==> src/cfg_cmd_defines.svh <==
`ifndef CFG_CMD_DEFINES_SVH
`define CFG_CMD_DEFINES_SVH

// opcodes
`define OP_PART_READ 8'h31
`define OP_BOR_READ 8'h15
`define OP_BOR_WRITE 8'h11
`define OP_ID_READ 8'h9f
`define OP_WRITE_ENABLE_CMD 8'h06
`define OP_STATUS_READ 8'h05
`define OP_READY_READ 8'h04
`define OP_SOFT_RESET 8'h7c
`define OP_ARRAY_WRITE 8'h02
`define OP_STATUS_WRITE 8'h01
`define OP_EXT_WRITE 8'h22
`define OP_LOCK 8'h82
`define OP_PART_WRITE 8'h32
`define OP_BOUNDARY 8'h34
`define OP_FREEZE 8'h37

// brown-out register fields
`define BOR_EN_BIT 5
`define BOR_LVL_MSB 4
`define BOR_RESET 8'h00
`define BOR_MASK 8'h3f

// partition select bits within the 16-bit address
`define PART_SEL_HI 11
`define PART_SEL_LO 10

// status byte 1 bit positions
`define ST1_BUSY_BIT 0
`define ST1_WEL_BIT 1
`define ST1_LOCKOUT_BIT 2

// identification bytes (values arbitrary)
`define ID_MFR 8'h5a
`define ID_DEV1 8'h63
`define ID_DEV2 8'h11
`define ID_EDI_LEN 8'h01
`define ID_REV 8'h07

// timing, ns and cycles at 40 MHz (25 ns)
`define CLK_NS 25
`define DETECT_NS 1000
`define DETECT_CYC ((`DETECT_NS + `CLK_NS - 1) / `CLK_NS)
`define NVWRITE_NS 4000000
`define NVWRITE_CYC (`NVWRITE_NS / `CLK_NS)

`endif

==> src/cfg_cmd_pkg.sv <==
package cfg_cmd_pkg;

  typedef enum logic [5:0] {
    ST_OPCODE = 6'h01,
    ST_ADDR = 6'h02,
    ST_DATA_IN = 6'h04,
    ST_SHIFT_OUT = 6'h08,
    ST_DONE = 6'h10,
    ST_IGNORE = 6'h20
  } frame_state_e;

  typedef enum logic [2:0] {
    NV_IDLE = 3'h1,
    NV_DETECT = 3'h2,
    NV_WRITE = 3'h4
  } nv_state_e;

  typedef struct packed {
    logic sel_n;
    logic sck;
    logic mosi;
  } spi_pins_s;

endpackage

==> src/pin_sync.sv <==
`timescale 1ns/1ps
// two-stage synchroniser with edge detection on the stable stage
module pin_sync #(
  parameter int WIDTH = 3,
  parameter logic [WIDTH-1:0] RST_VAL = '1
) (
  // clock and reset
  input wire logic clk_sys,
  input wire logic nrst,
  // pins
  input wire logic [WIDTH-1:0] pin_in,
  // synchronised
  output logic [WIDTH-1:0] level,
  output logic [WIDTH-1:0] rise,
  output logic [WIDTH-1:0] fall
);
  logic [WIDTH-1:0] meta_q;
  logic [WIDTH-1:0] stab_q;
  logic [WIDTH-1:0] prev_q;
  logic [WIDTH-1:0] meta_d;
  logic [WIDTH-1:0] stab_d;
  logic [WIDTH-1:0] prev_d;

  always_comb
  begin
    meta_d = pin_in;
    stab_d = meta_q;
    prev_d = stab_q;
  end

  always_ff @(posedge clk_sys or negedge nrst)
  begin
    if (!nrst)
    begin
      // reset to the idle pin levels so no false edge follows reset
      meta_q <= RST_VAL;
      stab_q <= RST_VAL;
      prev_q <= RST_VAL;
    end
    else
    begin
      meta_q <= meta_d;
      stab_q <= stab_d;
      prev_q <= prev_d;
    end
  end

  assign level = stab_q;
  assign rise = stab_q & ~prev_q;
  assign fall = ~stab_q & prev_q;
endmodule

==> src/cfg_cmd_core.sv <==
`timescale 1ns/1ps
`include "cfg_cmd_defines.svh"
// Overview of operation
// - partition read: opcode, 16-bit address, then register data shifted out
// - partition read works regardless of the freeze flag
// - register chosen by address bits 11-10; one register per read
// - all other fourteen address bits are ignored
// - when guard enabled, low supply through detect time cancels the started write
// - guard cancels the brown-out write, the only nonvolatile write the core starts
// - lockout flag at status byte 1 bit 2 set on cancelled write
// - lockout flag cleared by power-on, nonvolatile opcode, or soft reset
// - busy reads one during detection; cleared with lockout set if cancelled
// - brown-out register: bits 7-6 zero, bit 5 enable, bits 4-0 level
// - brown-out read: opcode then the 8-bit value shifted out
// - brown-out write needs write-enable latch; refused when protect pin enabled and asserted
// - brown-out write: opcode, 8-bit value; chip-select rise starts write
// - during the write only status reads accepted; latch cleared at completion
// - chip-select rise before 16 bits aborts the write
// - identification: maker byte, then two device bytes
// - fourth byte length 01h, one revision byte, then output released
// - chip-select rise at any point ends identification and releases output
// - second byte family and density, third byte sub-code and variant
module cfg_cmd_core #(
  parameter int DETECT_CYCLES = `DETECT_CYC,
  parameter int WRITE_CYCLES = `NVWRITE_CYC,
  parameter logic [7:0] ID_MFR = `ID_MFR,
  parameter logic [7:0] ID_DEV1 = `ID_DEV1,
  parameter logic [7:0] ID_DEV2 = `ID_DEV2,
  parameter logic [7:0] ID_REV = `ID_REV
) (
  // clock and reset
  input wire logic clk_sys,
  input wire logic nrst,
  // serial pins
  input wire cfg_cmd_pkg::spi_pins_s spi_in,
  output logic so_out,
  output logic so_oe,
  // protection and supply
  input wire logic wp_n_pin,
  input wire logic supply_low,
  input wire logic protect_pin_enable,
  input wire logic protection_freeze_flag,
  // partition register contents
  input wire logic [31:0] partition_register,
  // state views
  output logic [7:0] brownout_threshold_config,
  output logic write_lockout_flag,
  output logic busy_flag,
  output logic write_enable_latch,
  output logic nv_write_pulse
);
  logic [2:0] pin_lvl;
  logic [2:0] pin_rise;
  logic [2:0] pin_fall;
  logic sel_n;
  logic sel_rise;
  logic sck_rise;
  logic sck_fall;
  logic mosi;
  logic wp_meta_q;
  logic wp_sync_q;
  logic low_meta_q;
  logic low_sync_q;

  pin_sync #(
    .WIDTH(3),
    .RST_VAL(3'h4)
  ) u_sync (
    .clk_sys(clk_sys),
    .nrst(nrst),
    .pin_in({spi_in.sel_n, spi_in.sck, spi_in.mosi}),
    .level(pin_lvl),
    .rise(pin_rise),
    .fall(pin_fall)
  );

  assign sel_n = pin_lvl[2];
  assign sel_rise = pin_rise[2];
  assign sck_rise = pin_rise[1] & ~pin_lvl[2];
  assign sck_fall = pin_fall[1] & ~pin_lvl[2];
  assign mosi = pin_lvl[0];

  always_ff @(posedge clk_sys or negedge nrst)
  begin
    if (!nrst)
    begin
      wp_meta_q <= 1'b1;
      wp_sync_q <= 1'b1;
      low_meta_q <= 1'b0;
      low_sync_q <= 1'b0;
    end
    else
    begin
      wp_meta_q <= wp_n_pin;
      wp_sync_q <= wp_meta_q;
      low_meta_q <= supply_low;
      low_sync_q <= low_meta_q;
    end
  end

  // frame state
  cfg_cmd_pkg::frame_state_e st_q, st_d;
  logic [7:0] op_q, op_d;
  logic [15:0] sh_q, sh_d;
  logic [5:0] cnt_q, cnt_d;
  logic [39:0] out_q, out_d;
  logic [5:0] out_left_q, out_left_d;
  logic so_q, so_d;
  logic oe_q, oe_d;
  // nonvolatile state
  cfg_cmd_pkg::nv_state_e nv_q, nv_d;
  logic [7:0] bor_q, bor_d;
  logic [7:0] pend_q, pend_d;
  logic wel_q, wel_d;
  logic lock_q, lock_d;
  logic armed_q, armed_d;
  logic [31:0] tmr_q, tmr_d;
  logic [7:0] op_next;
  logic nv_op;
  logic [7:0] part_byte;
  logic [7:0] status1;

  assign op_next = {op_q[6:0], mosi};
  assign nv_op = (op_next == `OP_ARRAY_WRITE) || (op_next == `OP_STATUS_WRITE)
    || (op_next == `OP_EXT_WRITE) || (op_next == `OP_LOCK)
    || (op_next == `OP_PART_WRITE) || (op_next == `OP_BOUNDARY)
    || (op_next == `OP_FREEZE) || (op_next == `OP_BOR_WRITE);

  always_comb
  begin
    case ({sh_q[`PART_SEL_HI - 1], sh_q[`PART_SEL_LO - 1]})
      2'b00: part_byte = partition_register[7:0];
      2'b01: part_byte = partition_register[15:8];
      2'b10: part_byte = partition_register[23:16];
      default: part_byte = partition_register[31:24];
    endcase
  end

  always_comb
  begin
    status1 = 8'h00;
    status1[`ST1_BUSY_BIT] = (nv_q != cfg_cmd_pkg::NV_IDLE);
    status1[`ST1_WEL_BIT] = wel_q;
    status1[`ST1_LOCKOUT_BIT] = lock_q;
  end

  // frame decode
  always_comb
  begin
    st_d = st_q;
    op_d = op_q;
    sh_d = sh_q;
    cnt_d = cnt_q;
    out_d = out_q;
    out_left_d = out_left_q;
    so_d = so_q;
    oe_d = oe_q;
    pend_d = pend_q;
    armed_d = armed_q;
    if (sel_n)
    begin
      st_d = cfg_cmd_pkg::ST_OPCODE;
      cnt_d = 6'h00;
      oe_d = 1'b0;
      armed_d = 1'b0;
    end
    else if (sck_rise)
    begin
      case (st_q)
        cfg_cmd_pkg::ST_OPCODE:
        begin
          op_d = op_next;
          cnt_d = cnt_q + 6'h01;
          if (cnt_q == 6'h07)
          begin
            cnt_d = 6'h00;
            if (nv_q != cfg_cmd_pkg::NV_IDLE && op_next != `OP_STATUS_READ
              && op_next != `OP_READY_READ)
              st_d = cfg_cmd_pkg::ST_IGNORE;
            else if (op_next == `OP_PART_READ)
              st_d = cfg_cmd_pkg::ST_ADDR;
            else if (op_next == `OP_BOR_READ)
            begin
              st_d = cfg_cmd_pkg::ST_SHIFT_OUT;
              out_d = {bor_q & `BOR_MASK, 32'h0};
              out_left_d = 6'd8;
            end
            else if (op_next == `OP_ID_READ)
            begin
              st_d = cfg_cmd_pkg::ST_SHIFT_OUT;
              out_d = {ID_MFR, ID_DEV1, ID_DEV2, `ID_EDI_LEN, ID_REV};
              out_left_d = 6'd40;
            end
            else if (op_next == `OP_STATUS_READ || op_next == `OP_READY_READ)
            begin
              st_d = cfg_cmd_pkg::ST_SHIFT_OUT;
              out_d = {status1, 32'h0};
              out_left_d = 6'd8;
            end
            // brown-out write takes one data byte
            else if (op_next == `OP_BOR_WRITE)
              st_d = cfg_cmd_pkg::ST_DATA_IN;
            else
              st_d = cfg_cmd_pkg::ST_DONE;
          end
        end
        cfg_cmd_pkg::ST_ADDR:
        begin
          sh_d = {sh_q[14:0], mosi};
          cnt_d = cnt_q + 6'h01;
          if (cnt_q == 6'h0f)
          begin
            st_d = cfg_cmd_pkg::ST_SHIFT_OUT;
            out_left_d = 6'd8;
            out_d = {part_byte, 32'h0};
          end
        end
        cfg_cmd_pkg::ST_DATA_IN:
        begin
          sh_d = {sh_q[14:0], mosi};
          // saturate so an overlong frame never re-arms the write
          cnt_d = (cnt_q == 6'h3f) ? cnt_q : cnt_q + 6'h01;
          armed_d = 1'b0;
          // armed only on exactly 16 bits
          if (cnt_q == 6'h07)
          begin
            pend_d = {sh_q[6:0], mosi};
            armed_d = 1'b1;
          end
        end
        default:
        begin
          st_d = st_q;
        end
      endcase
    end
    else if (sck_fall && st_q == cfg_cmd_pkg::ST_SHIFT_OUT)
    begin
      if (out_left_q == 6'h00)
      begin
        oe_d = 1'b0;
        st_d = cfg_cmd_pkg::ST_DONE;
      end
      else
      begin
        so_d = out_q[39];
        oe_d = 1'b1;
        out_d = {out_q[38:0], 1'b0};
        out_left_d = out_left_q - 6'h01;
      end
    end
  end

  // nonvolatile write sequencer
  always_comb
  begin
    nv_d = nv_q;
    bor_d = bor_q;
    wel_d = wel_q;
    lock_d = lock_q;
    tmr_d = tmr_q;
    nv_write_pulse = 1'b0;
    if (sck_rise && st_q == cfg_cmd_pkg::ST_OPCODE && cnt_q == 6'h07)
    begin
      // nonvolatile opcode or soft reset clears lockout
      if (nv_op || op_next == `OP_SOFT_RESET)
        lock_d = 1'b0;
      if (op_next == `OP_WRITE_ENABLE_CMD && nv_q == cfg_cmd_pkg::NV_IDLE)
        wel_d = 1'b1;
      if (op_next == `OP_SOFT_RESET && nv_q == cfg_cmd_pkg::NV_IDLE)
        wel_d = 1'b0;
    end
    case (nv_q)
      cfg_cmd_pkg::NV_IDLE:
      begin
        if (sel_rise && armed_q && wel_q && !(protect_pin_enable && !wp_sync_q))
        begin
          tmr_d = 32'h0;
          if (bor_q[`BOR_EN_BIT])
            nv_d = cfg_cmd_pkg::NV_DETECT;
          else
            nv_d = cfg_cmd_pkg::NV_WRITE;
        end
      end
      cfg_cmd_pkg::NV_DETECT:
      begin
        tmr_d = low_sync_q ? tmr_q + 32'h1 : 32'h0;
        if (low_sync_q && tmr_q == 32'(DETECT_CYCLES - 1))
        begin
          nv_d = cfg_cmd_pkg::NV_IDLE;
          lock_d = 1'b1;
          wel_d = 1'b0;
        end
        else if (!low_sync_q)
          nv_d = cfg_cmd_pkg::NV_WRITE;
      end
      cfg_cmd_pkg::NV_WRITE:
      begin
        tmr_d = tmr_q + 32'h1;
        if (tmr_q == 32'(WRITE_CYCLES - 1))
        begin
          bor_d = pend_q & `BOR_MASK;
          wel_d = 1'b0;
          nv_write_pulse = 1'b1;
          nv_d = cfg_cmd_pkg::NV_IDLE;
        end
      end
      default:
      begin
        nv_d = cfg_cmd_pkg::NV_IDLE;
      end
    endcase
  end

  always_ff @(posedge clk_sys or negedge nrst)
  begin
    if (!nrst)
    begin
      st_q <= cfg_cmd_pkg::ST_OPCODE;
      op_q <= 8'h00;
      sh_q <= 16'h0000;
      cnt_q <= 6'h00;
      out_q <= 40'h0;
      out_left_q <= 6'h00;
      so_q <= 1'b0;
      oe_q <= 1'b0;
      pend_q <= 8'h00;
      armed_q <= 1'b0;
      nv_q <= cfg_cmd_pkg::NV_IDLE;
      bor_q <= `BOR_RESET;
      wel_q <= 1'b0;
      lock_q <= 1'b0;
      tmr_q <= 32'h0;
    end
    else
    begin
      st_q <= st_d;
      op_q <= op_d;
      sh_q <= sh_d;
      cnt_q <= cnt_d;
      out_q <= out_d;
      out_left_q <= out_left_d;
      so_q <= so_d;
      oe_q <= oe_d;
      pend_q <= pend_d;
      armed_q <= armed_d;
      nv_q <= nv_d;
      bor_q <= bor_d;
      wel_q <= wel_d;
      lock_q <= lock_d;
      tmr_q <= tmr_d;
    end
  end

  assign so_out = so_q;
  assign so_oe = oe_q;
  assign brownout_threshold_config = bor_q;
  assign write_lockout_flag = lock_q;
  assign busy_flag = (nv_q != cfg_cmd_pkg::NV_IDLE);
  assign write_enable_latch = wel_q;
endmodule

==> config.mk <==
export PLATFORM = sky130hd
export DESIGN_NAME = cfg_cmd_core
export DESIGN_NICKNAME = d
export VERILOG_FILES = /design/src/cfg_cmd_pkg.sv /design/src/pin_sync.sv /design/src/cfg_cmd_core.sv
export VERILOG_INCLUDE_DIRS = /design/src /design/src/src
export SDC_FILE = /design/constraint.sdc
export NUM_CORES = 1
export LEC_CHECK = 0
export BUFFER_PORTS_ARGS = -buffer_cell sky130_fd_sc_hd__buf_2
export CORE_MARGIN = 3
export CORE_UTILIZATION = 35
export CTS_BUF_LIST = sky130_fd_sc_hd__clkbuf_16
export DETAILED_ROUTE_END_ITERATION = 7
export PLACE_DENSITY_LB_ADDON = 0.1
export SLEW_MARGIN = 40
export SYNTH_ARGS = -nofsm -noshare
export SYNTH_HDL_FRONTEND = slang
export SYNTH_SLANG_ARGS = --single-unit
==> constraint.sdc <==
create_clock -name clk_sys -period 4.3 [get_ports clk_sys]
set_input_delay 0.86 -clock clk_sys [delete_from_list [all_inputs] [get_ports clk_sys]]
set_output_delay 0.86 -clock clk_sys [all_outputs]
set_load 0.02 [all_outputs]
Word level (Yosys, flattened, before mapping)
Cells that the tools add are included.
{"block": "classes", "addsub": 3, "n_eq_ne": 47, "mux": 69, "bitwise_logic": 9, "n_reduce_logical": 46}
{"op": "40-bit 2-to-1 mux", "n": 10}
{"op": "6-bit 2-to-1 mux", "n": 20}
{"op": "32-bit one-hot mux with 3 select lines", "n": 1}
{"op": "40-bit one-hot mux with 2 select lines", "n": 1}
{"op": "32-bit 2-to-1 mux", "n": 2}
{"op": "8-bit by 6-bit equality test with 1-bit output, second input constant", "n": 5}
{"op": "32-bit by 1-bit adder with 32-bit output, second input constant", "n": 1}
{"op": "32-bit by 18-bit equality test with 1-bit output, second input constant", "n": 1}
{"op": "32-bit by 6-bit equality test with 1-bit output, second input constant", "n": 1}
{"op": "5-bit 2-to-1 mux", "n": 5}
{"op": "8-bit by 3-bit equality test with 1-bit output, second input constant", "n": 3}
{"op": "6-bit one-hot mux with 2 select lines", "n": 2}
{"op": "8-bit one-hot mux with 3 select lines", "n": 1}
{"op": "1-bit 2-to-1 mux", "n": 19}
{"op": "6-bit one-hot mux with 3 select lines", "n": 1}
{"op": "8-bit by 5-bit equality test with 1-bit output, second input constant", "n": 2}
{"op": "8-bit equality test, second input constant", "n": 2}
{"op": "8-bit by 3-bit != test with 1-bit output, second input constant", "n": 2}
{"op": "3-bit 2-to-1 mux", "n": 5}
{"op": "6-bit by 3-bit equality test with 1-bit output, second input constant", "n": 2}
{"op": "6-bit by 4-bit equality test with 1-bit output, second input constant", "n": 2}
{"op": "1-bit logical AND", "n": 12}
{"op": "3-bit != test, second input constant", "n": 4}
{"op": "3-bit AND reduction", "n": 4}
{"op": "41 further kinds", "n": 66}
{"block": "word_totals", "reg_bits": 141, "in_bits": 41, "output_inout_bits": 14}

Logic depth before layout (Yosys ltp)
Gate-level depths: netlist of the first run.
{"block": "logic_depth", "ltp_word": 13, "ltp_mapped": 10, "ltp_nobuf": 7}

Hierarchy
A second synthesis of the first run with hierarchy kept.
{"block": "unflattened", "cells_unflattened": 685, "hier_area_um2": 7075.5}
{"module": "cfg_cmd_core", "n_inst": 1, "cells_each": 670, "area_each_um2": 6794.0, "seq_area_each_um2": 3308.2}
{"module": "pin_sync", "n_inst": 1, "cells_each": 15, "area_each_um2": 281.5, "seq_area_each_um2": 229.0}

Worst setup path after synthesis of the first run
OpenSTA, ideal clock, no wires.
{"block": "synth_path", "path_kind": "reg-to-output", "start": "register tmr_q[0]", "end": "output port nv_write_pulse", "arrival_ns": 1.890, "required_ns": 3.440, "setup_slack_ns": 1.550, "path_stages_with_launch": 7, "path_buffers": 0, "cell_sequence": "dfrtp_1 > ha_1 > nand2_1 > or3_1 > nor4_1 > nand2_1 > inv_1"}
{"block": "synth_between", "elab_chain_len": 3}
{"element": "from (decl)", "line": "cfg_cmd_core.sv:117", "source": "logic [31:0] tmr_q, tmr_d;"}
{"element": "from (signal assigned)", "line": "cfg_cmd_core.sv:351", "source": "tmr_q <= tmr_d;"}
{"element": "32-bit by 18-bit equality test with 1-bit output", "line": "cfg_cmd_core.sv:300", "source": "if (tmr_q == 32'(WRITE_CYCLES - 1))"}
{"element": "1-bit 2-to-1 mux", "line": "cfg_cmd_core.sv:300"}
{"element": "1-bit 2-to-1 mux", "line": "cfg_cmd_core.sv:273", "source": "case (nv_q)"}
{"element": "to (decl)", "line": "cfg_cmd_core.sv:50", "source": "output logic nv_write_pulse"}
No other way between the ends.

Final worst setup path of the first run
Ends and elaborated chain as after synthesis.

==> results.json, run 1 <==
{
  "clk_latency_ps": 420,
  "ant_nets": 0,
  "n_antenna_cell": 0,
  "mappedNetlistArea_sq_um": 7210,
  "grt_pass1_vias": 5373,
  "reg2reg_to": "out_q[8]",
  "status": "finished clean",
  "cts_buffers": 17,
  "cts-resized-gates": 0,
  "crit_start": "tmr_q[0]",
  "grt_util_all_layers_pct": 15.8,
  "r2r_cells": 6,
  "drt_pass1_iterations": 6,
  "cts_buffer_depth": 2,
  "portBuffers": 51,
  "crit_path_end_kind": "output port",
  "m1WireLength_mm": 8.21,
  "start_kind": "register",
  "place_hpwl_mm": 11.6,
  "yosys_warnings": 0,
  "hp-start": "u_sync.meta_q[1]",
  "r2r-start": "op_q[2]",
  "cp_max_fo": 8,
  "p_per_area_nw_per_um2": 356,
  "dieArea_sq_um": 22400,
  "seqCellArea_sq_um": 3510,
  "met2_length_mm": 7.50,
  "holdWs_ps": 353,
  "yosys_register_bits": 140,
  "nets": 784,
  "holdPathEnd": "u_sync.level[1]",
  "fmax_mhz": 269,
  "start_util_pct": 36.4,
  "dr.first_iter.drc_count": 289,
  "hold_viol": 0,
  "mostFrequentLayoutCell": "dfrtp_1",
  "cts-htree-levels": 4,
  "drive_gt1_share_pct": 18.4,
  "holdBufCountCts": 0,
  "p_leak_nw": 3.56,
  "syn2layout_area_growth_pct": 15.1,
  "holdPathStages": 0,
  "design_area_sq_um": 8310,
  "ys_async_sr_fraction_pct": 100,
  "post-cts-setup-buffers": 0,
  "routed_via_density": 5.38,
  "wl_met3_um": 835,
  "drt_wl_total_mm": 16.8,
  "rows": 51,
  "multiInputGateArea_sq_um": 3380,
  "grt_max_degree": 91,
  "drc": 0,
  "synth-seq-area-share_pct": 48.7,
  "reg2reg_slack_ps": 1280,
  "rsz0062_at_grt": "no",
  "placed_area_sq_um": 7730,
  "overflow": 0,
  "cts_root_buffer": "clkbuf_16",
  "netlist_instances": 695,
  "via_count": 5468,
  "top_layer": "met4",
  "max-cap-violations": 0,
  "critPathArrivalTime_ps": 2860,
  "synth_edf_count": 0,
  "synth.avg_cell_area_sq_um": 10.4,
  "cts.sinks": 140,
  "placedCellCount": 985,
  "fin_crit_sh_pct": 86.5,
  "worstSetupPathType": "register to output port",
  "routedWlPerCell_um": 16.5,
  "finClkSkew_ps": 8.83,
  "routabilityCongestion": 0.809,
  "fillers": 1929,
  "slew_headroom_pct": 49.4,
  "final_cell_mix": "dfrtp_1, nand2_1, buf_2",
  "fin_crit_ps": 3720,
  "ir_drop_v": 0.000238,
  "io_pins": 55,
  "synth_cell_types": 73,
  "cts_tree": "yes",
  "cp.required_ps": 3440,
  "dieWidth_um": 150,
  "final_util_pct": 41.9,
  "antenna_found_initial": 0,
  "synth_ff_type": "dfrtp_1",
  "coreArea_sq_um": 19800,
  "tightest_slew_ps": 757,
  "setup_tns_ps": 0,
  "hold_path.class": "register to register",
  "finalSetupViolations": 0,
  "die_y_um": 150,
  "grt_pass1_wl_mm": 28.2,
  "maxSlewViolCount": 0,
  "clk_pin_slew_ps": 60,
  "instances_no_fill": 1017
}
-- through the flow --
step / power, W / setup slack, ps
floorplan: 0.00147 / 1550
global placement: 0.00154 / 1040
detailed placement: 0.00154 / 986
CTS: 0.00301 / 520
global route: 0.00308 / 302
finish: 0.00296 / 579
-- cell families after synthesis --
family	after synthesis	synth area share [%]
DFF	140	48.7
muxes	88	14.5
buffers and inverters	76	4.87
AOI/OAI and AO/OA	133	12.0
other	1	0.0520
and+or+nand+nor	246	18.3
adders and majority gates	4	0.694
xor gates and xnor gates	7	0.850
-- cell type report --
class	count	share of cell area [%]
inverter	38	1.72
clock buffer	17	5.12
sequential	140	42.3
multi-input combinational	480	40.7
clock inverter	15	1.84
tap	265	3.99
timing repair buffer	62	4.34
-- worst max-delay path by stage --
stage / slack [ps] / cells past startpoint / endpoint
after floorplan: 1550 / 6 / nv_write_pulse
after global routing: 300 / 7 / nv_write_pulse
after detailed placement: 990 / 7 / nv_write_pulse
after CTS: 520 / 7 / nv_write_pulse
final: 580 / 7 / nv_write_pulse
after global placement: 1040 / 7 / nv_write_pulse
-- synth_stat cells (8+ instances only) --
| cell type | n | area share [%] |
|---|---|---|
| dfrtp_1 | 133 | 46 |
| nand2_1 | 68 | 3.5 |
| inv_1 | 38 | 2.0 |
| mux2_1 | 37 | 5.8 |
| nor2_1 | 31 | 1.6 |
| nand3_1 | 30 | 2.1 |
| o21ai_0 | 30 | 2.1 |
| a21oi_1 | 28 | 1.9 |
| mux2i_1 | 27 | 3.7 |
| clkbuf_1 | 25 | 1.3 |
| mux2_2 | 16 | 2.5 |
| nor3_1 | 16 | 1.1 |
| or3_1 | 15 | 1.3 |
| o21ai_1 | 14 | 0.97 |
| or4_1 | 14 | 1.5 |
| nand2b_1 | 12 | 1.0 |
| nor4_1 | 12 | 1.0 |
| o31ai_1 | 11 | 1.1 |
| a211oi_1 | 8 | 0.83 |
| mux4_2 | 8 | 2.5 |
| nand4_1 | 8 | 0.69 |
-- state kept, by name, indices dropped and copies added (netlist names), 2 cells and up --
signal                     count
u_sync.prev_q                  2
cnt_q                          6
out_q                         40
st_q                           6
tmr_q                         32
u_sync.meta_q                  3
nv_q                           3
brownout_threshold_config      6
u_sync.level                   3
pend_q                         6
op_q                           7
out_left_q                     6
sh_q                          11
-- metal layers --
metal | global-route usage (%) | vias up
met1 | 22.3 | 2704
met5 | 0 | -
li1 | - | 2614
met2 | 23.7 | 125
met3 | 4.45 | 25
met4 | 4.99 | 0
-- critical path: stages, from the launching register on --
cell and delay, ps:
dfrtp_1 410, ha_1 250, nand2_1 110, or3_1 430
nor4_1 510, nand2_1 440, inv_1 120, buf_2 170
-- where the power goes --
group | switching [W] | total [W] | internal [W] | leakage [nW]
Sequential | 0.0000308 | 0.00137 | 0.00134 | 1.83
Clock | 0.000624 | 0.00144 | 0.000818 | 0.277
Combinational | 0.0000858 | 0.000149 | 0.0000627 | 1.45
Note: power is estimated with default switching activity, not from simulation.
==> run 2, diff against run 1 <==
SYNTH_HIERARCHICAL = 1   (was not set)
==> results.json, run 2 <==
{
  "fillers": 1925,
  "post-cts-setup-buffers": 0,
  "cts_buffers": 17,
  "cts.sinks": 140,
  "via_count": 5365,
  "fmax_mhz": 291,
  "tightest_slew_ps": 792,
  "fin_crit_ps": 3440,
  "drive_gt1_share_pct": 23.3,
  "synth.avg_cell_area_sq_um": 10.3,
  "cts_root_buffer": "clkbuf_16",
  "dr.first_iter.drc_count": 402,
  "finClkSkew_ps": 10.1,
  "final_cell_mix": "dfrtp_1, nand2_1, mux2_2",
  "start_util_pct": 35.9,
  "slew_headroom_pct": 46.9,
  "n_antenna_cell": 0,
  "routabilityCongestion": 0.819,
  "drc": 0,
  "overflow": 0,
  "critPathArrivalTime_ps": 2580,
  "dieArea_sq_um": 21800,
  "hold_path.class": "input port to asynchronous set/reset pin",
  "p_leak_nw": 3.54,
  "reg2reg_slack_ps": 1150,
  "wl_met3_um": 512,
  "cts-htree-levels": 4,
  "met2_length_mm": 7.83,
  "cts_tree": "yes",
  "cts-resized-gates": 0,
  "top_register": "out_q",
  "fin_crit_sh_pct": 80.0,
  "grt_pass1_wl_mm": 28.9,
  "maxSlewViolCount": 0,
  "antenna_found_initial": 0,
  "cp_max_fo": 8,
  "reg.largest.list": "out_q (40), tmr_q (32), sh_q (11)",
  "mappedNetlistArea_sq_um": 7020,
  "grt_util_all_layers_pct": 16.7,
  "rows": 51,
  "rsz0062_at_grt": "no",
  "crit_path_end_kind": "output port",
  "ir_drop_v": 0.000293,
  "grt_pass1_vias": 5399,
  "drt_wl_total_mm": 17.3,
  "ant_nets": 0,
  "mostFrequentLayoutCell": "dfrtp_1",
  "dpl_worst_slack_ps": 1130,
  "finalSetupViolations": 0,
  "m1WireLength_mm": 8.57,
  "holdBufCountCts": 0,
  "die_y_um": 148,
  "cts_buffer_depth": 2,
  "nets": 771,
  "setup_ws_ps": 858,
  "largest_reg_flops": 40,
  "io_pins": 55,
  "netlist_instances": 681,
  "place_hpwl_mm": 12.0,
  "cp.required_ps": 3440,
  "p_per_area_nw_per_um2": 418,
  "clk_pin_slew_ps": 60,
  "max-cap-violations": 0,
  "grt_max_degree": 105,
  "clk_latency_ps": 420,
  "worstSetupPathType": "register to output port",
  "routed_via_density": 5.34,
  "routedWlPerCell_um": 17.2,
  "dieWidth_um": 148,
  "hold_viol": 0,
  "yosys_warnings": 6,
  "status": "finished clean",
  "coreArea_sq_um": 19600,
  "syn2layout_area_growth_pct": 17.6,
  "drt_pass1_iterations": 5,
  "setup_tns_ps": 0,
  "start_kind": "register",
  "top_layer": "met4",
  "portBuffers": 51
}
## run 2: path summary, 6_finish.rpt
| kind | from | endpoint | cells past startpoint |
|---|---|---|---|
| min in group clk_sys | u_sync/meta_q[0] | u_sync/level[0] | 0 |
| worst max register to register | st_q[1] | out_q[30] | 6 |
| worst min-delay path | nrst | u_sync/level[1] | 1 |
| max in group asynchronous | nrst | nv_q[0] | 3 |
| worst min register to register | u_sync/meta_q[0] | u_sync/level[0] | 0 |
| worst max-delay path | tmr_q[23] | nv_write_pulse | 5 |
## run 2: worst max-delay path, cell delays in order (launching register included)
cell and delay [ps]:
dfrtp_1 440, nor4_1 320, and3_1 220, nand3_1 190
nor3_2 700, buf_2 300
## run 2: area by class of cell
cell class	count	area (sq um)	share of cell area, %
Sequential cell	140	3510	42.5
Tap cell	265	332	4.02
Multi-Input combinational cell	477	3250	39.3
Inverter	32	120	1.45
Clock inverter	15	269	3.26
Clock buffer	17	425	5.15
Timing Repair Buffer	58	350	4.24
## run 2: stage by stage
stage	cells	utilization, %	hold slack, ps	power [W]	instance area, sq um
after floorplan	682	-	331	0.00164	7030
after CTS	1003	42.0	354	0.00349	8230
after global routing	1004	42.2	327	0.00361	8260
final	1004	42.2	319	0.00345	8260
after global placement	971	38.4	334	0.00173	7520
after detailed placement	971	38.4	339	0.00174	7530
## run 2: routing by layer
layer	up-vias	global-route usage (%)
met5	-	0
met4	0	5.96
met3	23	3.71
met2	96	25.2
met1	2675	23.7
li1	2571	-
## run 2: power breakdown
group	switching (W)	internal (W)	leakage, nW
Sequential	0.0000622	0.00138	1.83
Clock	0.000582	0.00115	0.331
Combinational	0.000155	0.000125	1.38
==> run 3, diff against run 2 <==
ABC_AREA = 1   (was not set)
clock period = 2.9 ns   (was 4.3 ns; I/O delays follow)
==> results.json, run 3 <==
{
  "status": "finished clean",
  "holdBufCountCts": 0,
  "final_cell_mix": "nand2_1, nor2_1, dfrtp_1",
  "mostFrequentLayoutCell": "nand2_1",
  "p_switching_w": 0.00159,
  "cp_slowest_cell": "nor3_1",
  "finalSetupViolations": 0,
  "drive_gt1_share_pct": 17.6,
  "coreArea_sq_um": 22700,
  "slew_headroom_pct": 56.4,
  "rsz0062_at_grt": "no",
  "synth.avg_cell_area_sq_um": 7.24,
  "cp_max_fo": 5,
  "fmax_mhz": 363,
  "finClkSkew_ps": 13.5,
  "dieArea_sq_um": 25100,
  "crit_path_end_kind": "output port",
  "cts-resized-gates": 0,
  "maxSlewViolCount": 0,
  "crit_top_cell": "nand3_1",
  "netSwitchingFraction_pct": 28.2,
  "mappedNetlistArea_sq_um": 8130,
  "reg2reg_slack_ps": 570,
  "netlist_instances": 1123,
  "largest_reg_flops": 40,
  "critPathArrivalTime_ps": 2180,
  "placedCellCount": 1446,
  "fin_crit_sh_pct": 95.0,
  "routabilityCongestion": 0.859,
  "overflow": 0,
  "drc": 0,
  "cts_buffers": 17,
  "n_antenna_cell": 0,
  "dr.first_iter.drc_count": 580,
  "place_hpwl_mm": 15.7,
  "cp.required_ps": 2320,
  "hold_viol": 0,
  "cts-htree-levels": 4,
  "post-cts-setup-buffers": 0,
  "die_y_um": 158,
  "fin_crit_ps": 2760,
  "portBuffers": 51,
  "fillers": 2398,
  "p_per_area_nw_per_um2": 597,
  "routedWlPerCell_um": 14.6,
  "tightest_slew_ps": 653,
  "top_register": "out_q",
  "clk_pin_slew_ps": 70,
  "start_kind": "register",
  "ir_drop_v": 0.000252,
  "syn2layout_area_growth_pct": 15.8,
  "max_stage_delay_ps": 480,
  "drt_pass1_iterations": 5,
  "cts.sinks": 140,
  "p_int_w": 0.00403,
  "antenna_found_initial": 0,
  "hold_path.class": "input port to asynchronous set/reset pin",
  "clkPwrFrac_pct": 44.7,
  "routed_via_density": 4.89,
  "p_leak_nw": 4.56,
  "ant_nets": 0,
  "yosys_warnings": 6,
  "pwr-share-comb_pct": 15.0,
  "grt_max_degree": 64,
  "multiInputGateArea_sq_um": 4040,
  "clk_latency_ps": 420,
  "worstSetupPathType": "register to output port",
  "rows": 55,
  "seqCellArea_sq_um": 3510,
  "cts_root_buffer": "clkbuf_16",
  "io_pins": 55,
  "cts_buffer_depth": 2,
  "cp_cell_sequence": "inv_1 -> nand2_1 -> nor3_1 -> nand3_1 -> nor2_1 -> nand3_1 -> clkinv_1 -> buf_2",
  "cts_tree": "yes",
  "grt_pass1_vias": 6864,
  "dieWidth_um": 158,
  "setup_tns_ps": 0,
  "seq_power_share_pct": 40.3,
  "via_count": 7233,
  "nets": 1225,
  "reg.largest.list": "out_q (40), tmr_q (32), sh_q (11)",
  "drt_wl_total_mm": 21.6,
  "max-cap-violations": 0,
  "grt_util_all_layers_pct": 18.1,
  "grt_pass1_wl_mm": 35.8,
  "instances_no_fill": 1478,
  "start_util_pct": 35.8
}
[run 3: path summary, 6_finish.rpt]
check	depth (start not counted)	endpoint	start
max	8	nv_write_pulse	tmr_q[28]
min	1	op_q[3]	nrst
max reg2reg	11	out_q[1]	u_sync/level[1]
min reg2reg	0	u_sync/level[0]	u_sync/meta_q[0]
max in group asynchronous	2	wp_meta_q	nrst
min in group clk_sys	1	wp_meta_q	wp_n_pin
[run 3: per-stage QoR]
stage,worst slack (ps),cell area (sq um),util [%],hold slack (ps),power [W]
after floorplan,1070,8130,-,284,0.00290
after CTS,163,9400,41.4,164,0.00569
final,145,9410,41.4,144,0.00562
after detailed placement,518,8730,38.5,340,0.00314
after global placement,576,8730,38.5,335,0.00313
after global routing,22.3,9410,41.4,181,0.00594
[run 3: layer usage]
layer | track usage [%] | wire length, um | up-vias
li1 | - | - | 3727
met1 | 26.0 | 10700 | 3349
met2 | 28.2 | 9760 | 139
met3 | 3.21 | 870 | 18
met4 | 4.67 | 264 | 0
met5 | 0 | 0 | -
[run 3: critical path, delay by kind of cell (launching register included)]
family	cells	cell delay, ps
buffers and inverters	3	370
and+or+nand+nor	5	970
DFF	1	420
[run 3: power by group through the flow]
stage / logic (W) / registers, W / clock network [W]
6_report: 0.000845 / 0.00226 / 0.00251
2_1_floorplan: 0.000634 / 0.00226 / 0
3_3_place_gp: 0.000838 / 0.00229 / 0
3_5_place_dp: 0.000848 / 0.00229 / 0
5_1_grt: 0.000983 / 0.00229 / 0.00267
4_1_cts: 0.000854 / 0.00226 / 0.00257
[run 3: cell type report]
type	count	share of cell area, %
sequential	140	37.3
inverter	107	4.27
timing repair buffer	69	4.48
multi-input combinational	845	43.0
tap	285	3.79
clock inverter	15	2.62
clock buffer	17	4.52
